===== config.mk =====
export PLATFORM = sky130hd
export DESIGN_NAME = modem_control_loopback
export DESIGN_NICKNAME = d
export VERILOG_FILES = /design/src/verilog/modem_ctrl_pkg.sv /design/src/verilog/line_change_detect.sv /design/src/verilog/modem_control_loopback.sv
export SDC_FILE = /design/constraint.sdc
export NUM_CORES = 1
export LEC_CHECK = 0
export ABC_AREA = 1
export ABC_CLOCK_PERIOD_IN_PS = 3600
export BUFFER_PORTS_ARGS = -buffer_cell sky130_fd_sc_hd__buf_2
export CORE_MARGIN = 1.5
export CORE_UTILIZATION = 58
export DETAILED_ROUTE_END_ITERATION = 7
export HOLD_SLACK_MARGIN = 0.03
export PLACE_DENSITY = 0.83
export REMOVE_ABC_BUFFERS = 1
export SETUP_SLACK_MARGIN = 0.1
export SYNTH_ARGS = -nofsm -noshare
export SYNTH_HDL_FRONTEND = slang
export SYNTH_HIERARCHICAL = 1
export SYNTH_SLANG_ARGS = --single-unit

===== constraint.sdc =====
create_clock -name MCLK -period 3.6 [get_ports MCLK]
set_input_delay 0.54 -clock MCLK [delete_from_list [all_inputs] [get_ports MCLK]]
set_output_delay 0.54 -clock MCLK [all_outputs]
set_load 0.05 [all_outputs]

===== src/verilog/modem_ctrl_pkg.sv =====
package modem_ctrl_pkg;

   // ----------------------------------------
   // register offsets
   // ----------------------------------------
   localparam logic [2:0] OFF_MLC  = 3'h0;
   localparam logic [2:0] OFF_IER  = 3'h1;
   localparam logic [2:0] OFF_MSR  = 3'h2;
   localparam logic [2:0] OFF_EVT  = 3'h3;
   localparam logic [2:0] OFF_MASK = 3'h4;

   // ----------------------------------------
   // modem_line_control fields
   // ----------------------------------------
   localparam int MLC_DTR   = 0;
   localparam int MLC_RTS   = 1;
   localparam int MLC_AUX1  = 2;
   localparam int MLC_INTEN = 3;
   localparam int MLC_LOOP  = 4;

   // ----------------------------------------
   // interrupt_enable_register fields
   // ----------------------------------------
   localparam int IER_RX    = 0;
   localparam int IER_TX    = 1;
   localparam int IER_MODEM = 3;

   // ----------------------------------------
   // event status and mask fields
   // ----------------------------------------
   localparam int EVT_RX    = 0;
   localparam int EVT_TX    = 1;
   localparam int EVT_MODEM = 2;

   // ----------------------------------------
   // reset values and writable bits
   // ----------------------------------------
   localparam logic [7:0] MLC_RST  = 8'h00;
   localparam logic [7:0] IER_RST  = 8'h00;
   localparam logic [7:0] EVT_RST  = 8'h00;
   localparam logic [7:0] MASK_RST = 8'h00;
   localparam logic [7:0] MLC_USED = 8'h1f;
   localparam logic [7:0] IER_USED = 8'h0b;
   localparam logic [7:0] EVT_USED = 8'h07;

   // ----------------------------------------
   // carriers
   // ----------------------------------------
   // order matches modem status bits 7:4
   typedef struct packed {
      logic cd;
      logic ri;
      logic dsr;
      logic cts;
   } modem_lines_t;

   typedef struct packed {
      logic [2:0] addr;
      logic [7:0] wdata;
      logic       wr;
      logic       rd;
   } bus_req_t;

endpackage


===== src/verilog/line_change_detect.sv =====
`timescale 1ns/10ps

// flags a change of one modem status line
module line_change_detect #(
   parameter bit TRAIL_ONLY = 1'b0
) (
   input  wire logic clk,   // system clock
   input  wire logic rst,   // sync reset, high
   input  wire logic level, // line, active high
   output logic      pulse  // one-cycle change flag
);

   typedef struct packed {
      logic prev;
      logic primed;
   } det_state_t;

   det_state_t r;
   det_state_t next_r;

   always_comb begin
      next_r        = r;
      next_r.prev   = level;
      next_r.primed = 1'b1;
   end

   always_ff @(posedge clk) begin
      if (rst) begin
         r <= '0;
      end else begin
         r <= next_r;
      end
   end

   // first cycle after reset only samples, so no false delta
   always_comb begin
      if (TRAIL_ONLY) begin
         pulse = r.primed & r.prev & ~level;
      end else begin
         pulse = r.primed & (r.prev ^ level);
      end
   end

endmodule


===== src/verilog/modem_control_loopback.sv =====
`timescale 1ns/10ps

module modem_control_loopback (
   input  wire logic       MCLK,    // system clock
   input  wire logic       RST,     // sync reset, high
   input  wire logic [2:0] ADDR,    // register address
   input  wire logic [7:0] WDATA,   // write data
   input  wire logic       WR,      // write strobe
   input  wire logic       RD,      // read strobe
   output logic      [7:0] RDATA,   // read data, cycle after RD
   input  wire logic       TX_DATA, // serial out from transmitter
   output logic            TX,      // serial output pin
   input  wire logic       RX,      // serial input pin
   output logic            RX_DATA, // serial in to receiver
   input  wire logic       CTS_N,   // clear-to-send pin
   input  wire logic       DSR_N,   // data-set-ready pin
   input  wire logic       CD_N,    // carrier detect pin
   input  wire logic       RI_N,    // ring indicator pin
   output logic            RTS_N,   // request-to-send pin
   output logic            DTR_N,   // terminal-ready pin
   output logic            AUX2,    // aux_output_two level
   input  wire logic       RX_EVT,  // receiver interrupt pulse
   input  wire logic       TX_EVT,  // transmitter interrupt pulse
   output logic            INT_O,   // interrupt pin level
   output logic            INT_OE,  // interrupt pin enable
   output logic            IRQ      // level interrupt
);

   // ----------------------------------------
   // state
   // ----------------------------------------
   typedef struct packed {
      logic [7:0] mlc;
      logic [7:0] interrupt_enable_register;
      logic [3:0] delta;
      logic [7:0] evt;
      logic [7:0] mask;
      logic [7:0] rdata;
      logic       tx_pin;
      logic       rx_data;
      logic       rts_n;
      logic       dtr_n;
      logic       aux2;
      logic       int_o;
      logic       int_oe;
      logic       irq;
   } ctrl_state_t;

   ctrl_state_t r;
   ctrl_state_t next_r;

   // ----------------------------------------
   // host bus request
   // ----------------------------------------
   modem_ctrl_pkg::bus_req_t req;

   assign req.addr  = ADDR;
   assign req.wdata = WDATA;
   assign req.wr    = WR;
   assign req.rd    = RD;

   logic wr_mlc;
   logic wr_ier;
   logic wr_evt;
   logic wr_mask;
   logic rd_msr;

   assign wr_mlc  = req.wr & (req.addr == modem_ctrl_pkg::OFF_MLC);
   assign wr_ier  = req.wr & (req.addr == modem_ctrl_pkg::OFF_IER);
   assign wr_evt  = req.wr & (req.addr == modem_ctrl_pkg::OFF_EVT);
   assign wr_mask = req.wr & (req.addr == modem_ctrl_pkg::OFF_MASK);
   assign rd_msr  = req.rd & (req.addr == modem_ctrl_pkg::OFF_MSR);

   // ----------------------------------------
   // modem status sources
   // ----------------------------------------
   logic loop_on;

   assign loop_on = r.mlc[modem_ctrl_pkg::MLC_LOOP];

   modem_ctrl_pkg::modem_lines_t pin_lines;
   modem_ctrl_pkg::modem_lines_t loop_lines;
   modem_ctrl_pkg::modem_lines_t lines;

   // pins are active low, status bits active high
   assign pin_lines.cts = ~CTS_N;
   assign pin_lines.dsr = ~DSR_N;
   assign pin_lines.cd  = ~CD_N;
   assign pin_lines.ri  = ~RI_N;

   // control bits fold back onto the status inputs
   assign loop_lines.cts = r.mlc[modem_ctrl_pkg::MLC_RTS];
   assign loop_lines.dsr = r.mlc[modem_ctrl_pkg::MLC_DTR];
   assign loop_lines.ri  = r.mlc[modem_ctrl_pkg::MLC_AUX1];
   assign loop_lines.cd  = r.mlc[modem_ctrl_pkg::MLC_INTEN];

   // pins are ignored entirely while looped back
   assign lines = loop_on ? loop_lines : pin_lines;

   // ----------------------------------------
   // change detection
   // ----------------------------------------
   logic [3:0] line_vec;
   logic [3:0] change;

   assign line_vec = lines;

   // bit 2 is ring: only its trailing edge counts
   generate
      for (genvar i = 0; i < 4; i++) begin : g_det
         line_change_detect #(
            .TRAIL_ONLY (i == 2)
         ) u_det (
            .clk   (MCLK),
            .rst   (RST),
            .level (line_vec[i]),
            .pulse (change[i])
         );
      end
   endgenerate

   // ----------------------------------------
   // interrupt sources
   // ----------------------------------------
   logic       rx_src;
   logic       tx_src;
   logic       modem_src;
   logic [7:0] evt_set;

   // same gating in both modes
   assign rx_src    = RX_EVT & r.interrupt_enable_register[modem_ctrl_pkg::IER_RX];
   assign tx_src    = TX_EVT & r.interrupt_enable_register[modem_ctrl_pkg::IER_TX];
   assign modem_src = (|change)
                    & r.interrupt_enable_register[modem_ctrl_pkg::IER_MODEM];

   always_comb begin
      evt_set                           = 8'h00;
      evt_set[modem_ctrl_pkg::EVT_RX]    = rx_src;
      evt_set[modem_ctrl_pkg::EVT_TX]    = tx_src;
      evt_set[modem_ctrl_pkg::EVT_MODEM] = modem_src;
   end

   // ----------------------------------------
   // read mux
   // ----------------------------------------
   logic [7:0] rd_mux;

   always_comb begin
      case (req.addr)
         modem_ctrl_pkg::OFF_MLC: begin
            rd_mux = r.mlc;
         end
         modem_ctrl_pkg::OFF_IER: begin
            rd_mux = r.interrupt_enable_register;
         end
         modem_ctrl_pkg::OFF_MSR: begin
            rd_mux = {line_vec, r.delta};
         end
         modem_ctrl_pkg::OFF_EVT: begin
            rd_mux = r.evt;
         end
         modem_ctrl_pkg::OFF_MASK: begin
            rd_mux = r.mask;
         end
         default: begin
            rd_mux = 8'h00;
         end
      endcase
   end

   // ----------------------------------------
   // next state
   // ----------------------------------------
   always_comb begin
      next_r = r;

      // reserved bits (mlc 7:5, ier 7:4 and 2, mask 7:3) are not stored and read zero
      if (wr_mlc) begin
         next_r.mlc = req.wdata & modem_ctrl_pkg::MLC_USED;
      end
      if (wr_ier) begin
         next_r.interrupt_enable_register = req.wdata & modem_ctrl_pkg::IER_USED;
      end
      if (wr_mask) begin
         next_r.mask = req.wdata & modem_ctrl_pkg::EVT_USED;
      end

      // delta bits clear on a status read; a new change wins
      if (rd_msr) begin
         next_r.delta = change;
      end else begin
         next_r.delta = r.delta | change;
      end

      // write one to clear; a set in the same cycle wins
      if (wr_evt) begin
         next_r.evt = (r.evt & ~req.wdata) | evt_set;
      end else begin
         next_r.evt = r.evt | evt_set;
      end

      next_r.irq = |(next_r.evt & next_r.mask);

      // interrupt pin follows the request, enabled by bit 3
      next_r.int_o  = next_r.irq;
      next_r.int_oe = next_r.mlc[modem_ctrl_pkg::MLC_INTEN];
      next_r.aux2   = ~next_r.mlc[modem_ctrl_pkg::MLC_INTEN];

      // RTS_N and DTR_N idle high while looped back
      if (next_r.mlc[modem_ctrl_pkg::MLC_LOOP]) begin
         next_r.rts_n = 1'b1;
         next_r.dtr_n = 1'b1;
      end else begin
         next_r.rts_n = ~next_r.mlc[modem_ctrl_pkg::MLC_RTS];
         next_r.dtr_n = ~next_r.mlc[modem_ctrl_pkg::MLC_DTR];
      end

      // serial path: transmitter feeds receiver in loopback
      if (loop_on) begin
         next_r.tx_pin  = 1'b1;
         next_r.rx_data = TX_DATA;
      end else begin
         next_r.tx_pin  = TX_DATA;
         next_r.rx_data = RX;
      end

      // read data stands one cycle only
      if (req.rd) begin
         next_r.rdata = rd_mux;
      end else begin
         next_r.rdata = 8'h00;
      end
   end

   // ----------------------------------------
   // registers
   // ----------------------------------------
   always_ff @(posedge MCLK) begin
      if (RST) begin
         r         <= '0;
         r.mlc     <= modem_ctrl_pkg::MLC_RST;
         r.interrupt_enable_register     <= modem_ctrl_pkg::IER_RST;
         r.evt     <= modem_ctrl_pkg::EVT_RST;
         r.mask    <= modem_ctrl_pkg::MASK_RST;
         r.tx_pin  <= 1'b1;
         r.rx_data <= 1'b1;
         r.rts_n   <= 1'b1;
         r.dtr_n   <= 1'b1;
         r.aux2    <= 1'b1;
      end else begin
         r <= next_r;
      end
   end

   // ----------------------------------------
   // outputs
   // ----------------------------------------
   assign RDATA   = r.rdata;
   assign TX      = r.tx_pin;
   assign RX_DATA = r.rx_data;
   assign RTS_N   = r.rts_n;
   assign DTR_N   = r.dtr_n;
   assign AUX2    = r.aux2;
   assign INT_O   = r.int_o;
   assign INT_OE  = r.int_oe;
   assign IRQ     = r.irq;

endmodule


* After elaboration in Yosys (flattened, before gate mapping) *
Cells that the tools add are included.

cells by class
  equal/unequal tests = 4
  mux-type cells = 11
  bitwise gates (word level) = 31
  reductions and logical operators = 6

operators by type and width
  cell                number
  $pmux 8 s5          1
  $and 8x8->8         2
  $mux 8              2
  $or 8x3->8          2
  $and 1x1->1         13
  $not 1->1           9
  $mux 4              2
  $not 8->8           1
  $reduce_or 8->1     1
  $eq 3x2->1 const B  2
  $reduce_or 2->1     3
  $mux 1              5
  $mux 5              1
  $or 4x4->4          1
  $reduce_or 4->1     1
  $eq 3x1->1 const B  1
  $eq 3x3->1 const B  1
  $logic_not 3->1     1
  $xor 1x1->1         3

word-level totals
  flip-flop bits (word level) = 51
  input port bits = 23
  output and inout port bits = 16
  word-level logic and storage cells = 74

* Logic depth before layout (Yosys ltp) *
Gate-level depths: netlist of run 1.

  word-level depth = 10
  depth in mapped cells = 15
  mapped depth without buffers = 14

* By module *
The synthesis of run 1 kept the hierarchy.

by module, submodules not included
  module                                    times used  cells each  area an instance (sq um)  sequential area each (sq um)
  modem_control_loopback                    1           247         1,835.5                   840.8
  line_change_detect at g_det[0].u_det ...  3           9           66.3                      40.0
  line_change_detect at g_det[2].u_det      1           7           61.3                      40.0

* Least setup slack after synthesis of run 1 *
OpenSTA, ideal clock, no wires.

  path type = register to register
  start point = reg r, in the netlist loop_lines[3]
  end point = reg r, in the netlist IRQ
  library setup time = 0.132 ns
  arrival = 1.543 ns
  data required time = 3.468 ns
  slack = 1.925 ns
  cell stages (with the launch flop) = 15
  path buffers = 0
  period minus slack after synthesis = 1.675 ns
  path through = dfxtp_1 > nand2_1 > o21a_1 > inv_1 > nand2_1 > nand2_1 > nor2_1 > inv_1 > nand4_1 > nand2_1 > nand2_1 > nand2_1 > nand2_1 > nor2_1 > a21oi_1

between the ends
  word-level cells in the longest chain between the ends = 9
  elaborated cells between the ends (all ways) = 10
  those cells by class = 2 x mux; 6 x bitwise; 2 x reduce/logical

ends and longest elaborated chain
  what                           RTL line                                                      RTL
  start: declaration             modem_control_loopback.sv:49                                  ctrl_state_t r;
  start signal: assignment       modem_control_loopback.sv:251                                 r <= next_r;
  $mux 4 *                       modem_control_loopback.sv:98                                  assign lines = loop_on ? loop_lines : pin_lines;
  named net line_vec[3]          modem_control_loopback.sv:103                                 logic [3:0] line_vec;
  $xor 1x1->1 *                  line_change_detect.sv:40                                      pulse = r.primed & (r.prev ^ level);
  $and 1x1->1 *                  line_change_detect.sv:40
  named net change[3]            modem_control_loopback.sv:104                                 logic [3:0] change;
  $reduce_or 4->1 *              modem_control_loopback.sv:133                                 assign modem_src = (|change)
  $and 1x1->1 *                  modem_control_loopback.sv:134                                 & r.interrupt_enable_register[modem_ctrl_pkg::IER_MODEM];
  $or 8x3->8 (on tied branches)  modem_control_loopback.sv:199, modem_control_loopback.sv:197
  $mux 8 *                       modem_control_loopback.sv:196                                 if (wr_evt) begin
  $and 8x8->8 *                  modem_control_loopback.sv:202                                 next_r.irq = |(next_r.evt & next_r.mask);
  $reduce_or 8->1 *              modem_control_loopback.sv:202

The timed path passes the listed nets; every way through them passes the cells marked *.
A chain may end at the register's enable or synchronous reset.

* Worst setup path after layout of run 1 *
  start point = reg r, in the netlist loop_on
  end point = reg r, in the netlist IRQ

Same word-level chain as after synthesis.

==> results.tsv, run 1 <==
stage	metric	value	unit
grt	initial antenna violation count	0	
grt	first-pass GRT wire length	7640	µm
synth	Synth area leaders	dfxtp_1 (48%), nand2_1 (14%), nor2_1 (6.6%), inv_1 (6.3%), a21oi_1 (3.8%)	
grt	maximum number of pins on one net before global-route repair	36	
die	Die Ht	63.1	µm
routing	Antenna Nets Post-Route	0	
synth	Syn Std Cell Area	0.00210	mm²
clock_tree	maximum clock path buffer count	2	
timing	Final Critical Period	1.89	ns
placed_design	routability cong.	0.814	
synth	leading area contributor after synthesis	dfxtp_1	
synth	post-synthesis compound-gate area fraction	0.109	
cells_and_area	Final #Nets	334	
synth	ys async rst share	0	
synth	share of the synthesized area in the top cell type	0.478	
synth	synthesized instance count	281	
routing	DRT Pass-1 Iters	4	
routing	via density per instance	4.99	
clock_tree	Worst-path clk slew	0.14	ns
worst_hold_path	Hold Crit Start	TX_DATA	
synth	Synth Register Bits	50	
synth	Synthesis Warnings	6	
placed_design	dpl hpwl	3210	µm
die	Die W	63.1	µm
routing	DRT iter0 DRCs	131	
clock_tree	CTS resizes	0	
critical_path	Crit Path Category	flip-flop to flip-flop	
synth	mux cell area share after synthesis	0	
clock_tree	clk root buf	clkbuf_4	
critical_path	crit path max fanout	12	
clock_tree	CTS H-tree lvls	2	
synth	Post-synth EDFFs	0	
critical_path	crit path capture type	flip-flop	
synth	Synth cell types	27	
timing	post-route setup slack	1.71	ns
clock_tree	number of CTS-inserted buffers	5	
die	I/O pin count	39	
clock_tree	CTS Hold Buffers Added	0	
critical_path	Worst EP arrival	2.16	ns
timing	worst slew pin tran	0.633	ns
worst_hold_path	kind of path behind the tightest hold check	input pin to flip-flop	
clock_tree	Worst-Skew Late Latency	0.38	ns
timing	Sum Neg Setup Slack	0	ns
die	Row Count	21	
critical_path	FF-to-FF path depth	12	
routing	Routed WL	4500	µm
clock_tree	number of clock sinks	50	
die	Core Region	0.00339	mm²
routing	WL/cell	12.6	µm
timing	clk_skew	0.0121	ns
routing	drt drc	0	
critical_path	reg2reg setup slack	1.71	ns
job	maxcap violations	0	
run_status	outcome	finished clean	
routing	detailed-route via count	1782	
critical_path	r2r endpoint	IRQ$_SDFF_PP0_	
timing	period utilization	0.526	
cells_and_area	non-filler instance count after layout	357	
synth	Synth Area in XOR/XNOR	0	
synth	most frequent cells after synthesis	nand2_1 (78), dfxtp_1 (50), nor2_1 (37)	
die	die area	0.00398	mm²
critical_path	crit start category	flip-flop	
grt	vias in the first global route	1715	
synth	Synth Area in Simple Gates	0.297	
critical_path	required time of the critical path	3.86	ns
synth	main combinational cell family by area after synthesis	simple AND/OR/NAND/NOR gates	
die	effective utilization at floorplan	0.618	
placed_design	port bufs	38	
timing	RSZ-0062 raised after global routing	false	
synth	count leader, synth	nand2_1	
critical_path	FF-to-FF Start	loop_on$_SDFF_PP0_	
clock_tree	Setup Fix Bufs, Post-CTS	0	
cells_and_area	# diodes	0	
timing	count of endpoints failing setup in the final report	0	
synth	register area share after synthesis	0.478	
grt	Overflow after GRT	0	
cells_and_area	final core occ	0.685	
cells_and_area	layout cells sized above 1	0.196	
grt	total track usage	0.252	
timing	fmax	528	MHz
pwr	power per cell area	436	mW/mm²
synth	Syn Area/Cell	7.46	µm²
timing	Slew Limit Fails	0	
synth	top_reg_cell synth	dfxtp_1	
placed_design	post-place setup slack	1.64	ns
pwr	peak supply drop	268	µV
synth	area share of fa/ha/maj cells after synthesis	0	
cells_and_area	P&R area growth vs syn	10.9	%
timing	Hold Fails Final Rpt	0	
timing	Slew headroom	0.578	
worst_hold_path	WHS Endpoint	TX$_SDFF_PP1_	
worst_hold_path	hold depth	3	
clock_tree	CTS tree	done	
pwr	Tot Pwr	1010	µW
placed_design	Placed Instances	350	
pwr	Pleak	0.00107	µW
## power by group
part | total [µW] | internal [µW] | switching, µW
clock network | 336 | 162 | 175
registers | 577 | 569 | 8.05
logic | 100 | 30.6 | 69.4
## worst max path at each step
stage	start	to	slack [ns]	cells after the start
finish	loop_on$_SDFF_PP0_	IRQ$_SDFF_PP0_	1.71	12
global route	loop_on$_SDFF_PP0_	IRQ$_SDFF_PP0_	1.53	12
CTS	loop_on$_SDFF_PP0_	IRQ$_SDFF_PP0_	1.76	12
detailed placement	CTS_N	IRQ$_SDFF_PP0_	1.64	13
global placement	CTS_N	IRQ$_SDFF_PP0_	1.67	13
floorplan	loop_lines[3]$_SDFF_PP0_	IRQ$_SDFF_PP0_	1.94	14
## cells by family (layout without fill, tap and decap cells)
kind of cell           after synthesis  after routing
and+or+nand+nor                    141            141
buffers and inverters               53             83
DFF                                 50             50
AOI/OAI and AO/OA                   37             37
## layer usage
metal  GRT usage  wire, µm  vias up
met5           0         0        -
met4       0.128        97        0
met3      0.0518       261        8
met2       0.412      2070       46
met1       0.314      2070      800
li1            -         -      928
## per-stage QoR
stage,instance area [µm²],hold slack (ns)
after detailed placement,2240,0.443
after floorplan,1990,0.430
after CTS,2320,0.351
after global placement,2240,0.444
after global routing,2320,0.364
final,2320,0.363
## layout by cell type, fill, tap and decap left out, drive strengths merged
master,instances
nand3,11
nand2,83
bufinv,1
dfxtp,50
o21ai,9
o21a,3
o211ai,1
clkbuf,6
nand4,2
nand3b,3
nor2,41
buf,38
clkinv,1
nor3,1
inv,37
a41oi,2
o2111ai,3
a221oi,3
a21oi,16
## flip-flops by register name, summed over array words and instances, names as in the netlist
register,flops
DTR_N,1
RX_DATA,1
r,23
IRQ,1
g_det.u_det/r,8
AUX2,1
TX,1
loop_lines,4
loop_on,1
RTS_N,1
RDATA,8
## critical path: stages, from the launching register on
cell and delay (ns):
dfxtp_1 0.45, o21ai_0 0.51, nand2_1 0.09, nand2_1 0.08, nor2_1 0.04, inv_1 0.07, nand4_1 0.12, nand2_1 0.10
nand2_1 0.06, nand2_1 0.05, nand2_1 0.05, nor2_1 0.10, a21oi_1 0.06
## layout make-up
type	count	area, µm²
repair buffers	38	190
well taps	46	57.6
clock inverters	1	30.0
inverters	38	143
fillers	300	1070
multi-input cells	178	851
clock buffers	6	51.3
flip-flops and latches	50	1000
No activity file was read; power rests on OpenSTA's default activity.
==> run 2: changes to the inputs <==
Settings changed: ABC_CLOCK_PERIOD_IN_PS 3600 to 1900, CORE_UTILIZATION 58 to 54, PLACE_DENSITY 0.83 to 0.78.
Clock period 3.6 ns to 1.9 ns, I/O delays scaled along.
==> results.tsv, run 2 (synthesis gave the netlist of run 1 again) <==
stage	metric	value	unit	change
run_status	outcome	finished clean		
timing	count of endpoints failing setup in the final report	0		unchanged
clock_tree	Worst-Skew Late Latency	0.30	ns	-0.08 ns
pwr	share of power burned in registers	0.571		about the same
routing	Antenna Nets Post-Route	0		unchanged
pwr	clock power share	0.327		-0.005
clock_tree	number of clock sinks	50		unchanged
clock_tree	CTS H-tree lvls	2		unchanged
pwr	Pleak	0.00109	µW	+1.8%
timing	fmax	641	MHz	+21%
routing	DRT iter0 DRCs	165		+26%
clock_tree	maximum clock path buffer count	2		unchanged
cells_and_area	non-filler instance count after layout	363		+1.7%
routing	DRT Pass-1 Iters	4		unchanged
pwr	Switching Share	0.251		+0.00280
timing	clk_skew	0.00867	ns	-0.00340 ns
job	maxcap violations	0		unchanged
timing	Final Critical Period	1.56	ns	-0.335 ns
timing	period utilization	0.821		+0.294
pwr	peak supply drop	708	µV	+160%
routing	detailed-route via count	1848		+3.7%
die	Die Ht	65.3	µm	+3.5%
cells_and_area	P&R area growth vs syn	12.6	%	
routing	drt drc	0		unchanged
placed_design	routability cong.	0.855		+5.1%
critical_path	crit start category	flip-flop		
timing	Slew Limit Fails	0		unchanged
grt	maximum number of pins on one net before global-route repair	35		-2.8%
clock_tree	clk root buf	clkbuf_8		
critical_path	crit path max fanout	12		unchanged
critical_path	required time of the critical path	2.08	ns	-1.78 ns
pwr	power per cell area	811	mW/mm²	+86%
grt	first-pass GRT wire length	7630	µm	about the same
pwr	Power Internal	1430	µW	+88%
worst_hold_path	kind of path behind the tightest hold check	input pin to flip-flop		
timing	Hold Fails Final Rpt	0		unchanged
clock_tree	CTS tree	done		
cells_and_area	commonest non-fill, non-tap cells in the layout	nand2_1 (78), dfxtp_1 (49), buf_2 (38)		
pwr	P_sw	482	µW	+91%
grt	Overflow after GRT	0		unchanged
cells_and_area	# diodes	0		unchanged
timing	post-route setup slack	0.341	ns	-1.36 ns
cells_and_area	layout cells sized above 1	0.206		+0.0102
grt	vias in the first global route	1663		-3.0%
cells_and_area	Largest register FFs	23		unchanged
placed_design	post-place setup slack	0.214	ns	-1.42 ns
die	effective utilization at floorplan	0.568		-0.0501
grt	initial antenna violation count	0		unchanged
cells_and_area	Biggest register	r		
critical_path	Worst EP arrival	1.74	ns	-0.42 ns
critical_path	Crit Path Category	flip-flop to flip-flop		
clock_tree	Setup Fix Bufs, Post-CTS	0		unchanged
timing	Slew headroom	0.757		+0.180
critical_path	crit path capture type	flip-flop		
die	die area	0.00426	mm²	+7.0%
die	Row Count	22		+4.8%
die	Die W	65.3	µm	+3.5%
die	Core Region	0.00369	mm²	+8.8%
clock_tree	number of CTS-inserted buffers	5		unchanged
cells_and_area	filler instances	349		+16%
die	I/O pin count	39		unchanged
pwr	combinational share of power	0.102		+0.003
routing	Routed WL	4570	µm	+1.6%
placed_design	Placed Instances	355		+1.4%
timing	RSZ-0062 raised after global routing	false		
cells_and_area	most common cell after layout, fill and taps aside	nand2_1		
routing	WL/cell	12.6	µm	-0.12%
timing	Sum Neg Setup Slack	0	ns	unchanged
routing	via density per instance	5.09		+2.0%
clock_tree	CTS Hold Buffers Added	0		unchanged
placed_design	port bufs	38		unchanged
timing	worst slew pin tran	0.364	ns	-0.269 ns
clock_tree	Worst-path clk slew	0.09	ns	-0.05 ns
placed_design	dpl hpwl	3350	µm	+4.2%
grt	total track usage	0.239		-0.0133
clock_tree	CTS resizes	0		unchanged
cells_and_area	Final #Nets	337		+0.90%
-- run 2: final cells by class --
class,instances,area [µm²],area share
Inverter,38,143,0.0604
Tap cell,48,60.1,0.0255
Clock inverter,1,5.00,0.00212
Timing Repair Buffer,41,213,0.0901
Sequential cell,50,1000,0.425
Clock buffer,7,86.3,0.0366
Multi-Input combinational cell,178,851,0.361
-- run 2: per-stage QoR --
step                      area, µm²  total power (µW)   util  hold WS [ns]
after global placement         2270              1310  0.615         0.444
after floorplan                1990              1230      -         0.342
after detailed placement       2270              1310  0.615         0.448
after CTS                      2360              1920  0.639         0.183
final                          2360              1910  0.640         0.185
after global routing           2360              1990  0.640         0.186
-- run 2: routing by layer --
| metal | wire [µm] | global-route usage | up-vias |
|---|---|---|---|
| li1 | - | - | 938 |
| met1 | 2170 | 0.317 | 841 |
| met2 | 2110 | 0.381 | 65 |
| met3 | 238 | 0.0514 | 4 |
| met4 | 48 | 0.0885 | 0 |
| met5 | 0 | 0 | - |
-- run 2: power by group through the flow --
stage,Combinational [µW],Clock [µW],Sequential (µW)
5_1_grt,216,683,1100
3_5_place_dp,193,0,1120
4_1_cts,195,637,1090
2_1_floorplan,87.2,0,1140
3_3_place_gp,191,0,1120
6_report,196,626,1090
-- run 2: final timing paths --
path                            from            endpoint  slack [ns]  depth (start not counted)
setup / recovery  loop_on$_SDFF_PP0_      IRQ$_SDFF_PP0_        0.34                         14
hold / removal                    RX  RX_DATA$_SDFF_PP1_        0.19                          3
hold reg to reg     r[21]$_SDFF_PP0_    r[21]$_SDFF_PP0_        0.46                          2
setup reg to reg  loop_on$_SDFF_PP0_      IRQ$_SDFF_PP0_        0.34                         14
-- run 2: worst max-delay path, cell delays in order, from the launching register on --
cell and delay (ns):
dfxtp_2 0.45, nand2_1 0.08, o21a_1 0.11, inv_1 0.09
nand2_1 0.05, nand2_1 0.05, nor2_1 0.04, inv_1 0.07
nand4_1 0.10, nand2_1 0.09, nand2_1 0.06, nand2_1 0.05
nand2_1 0.05, nor2_1 0.09, a21oi_1 0.06
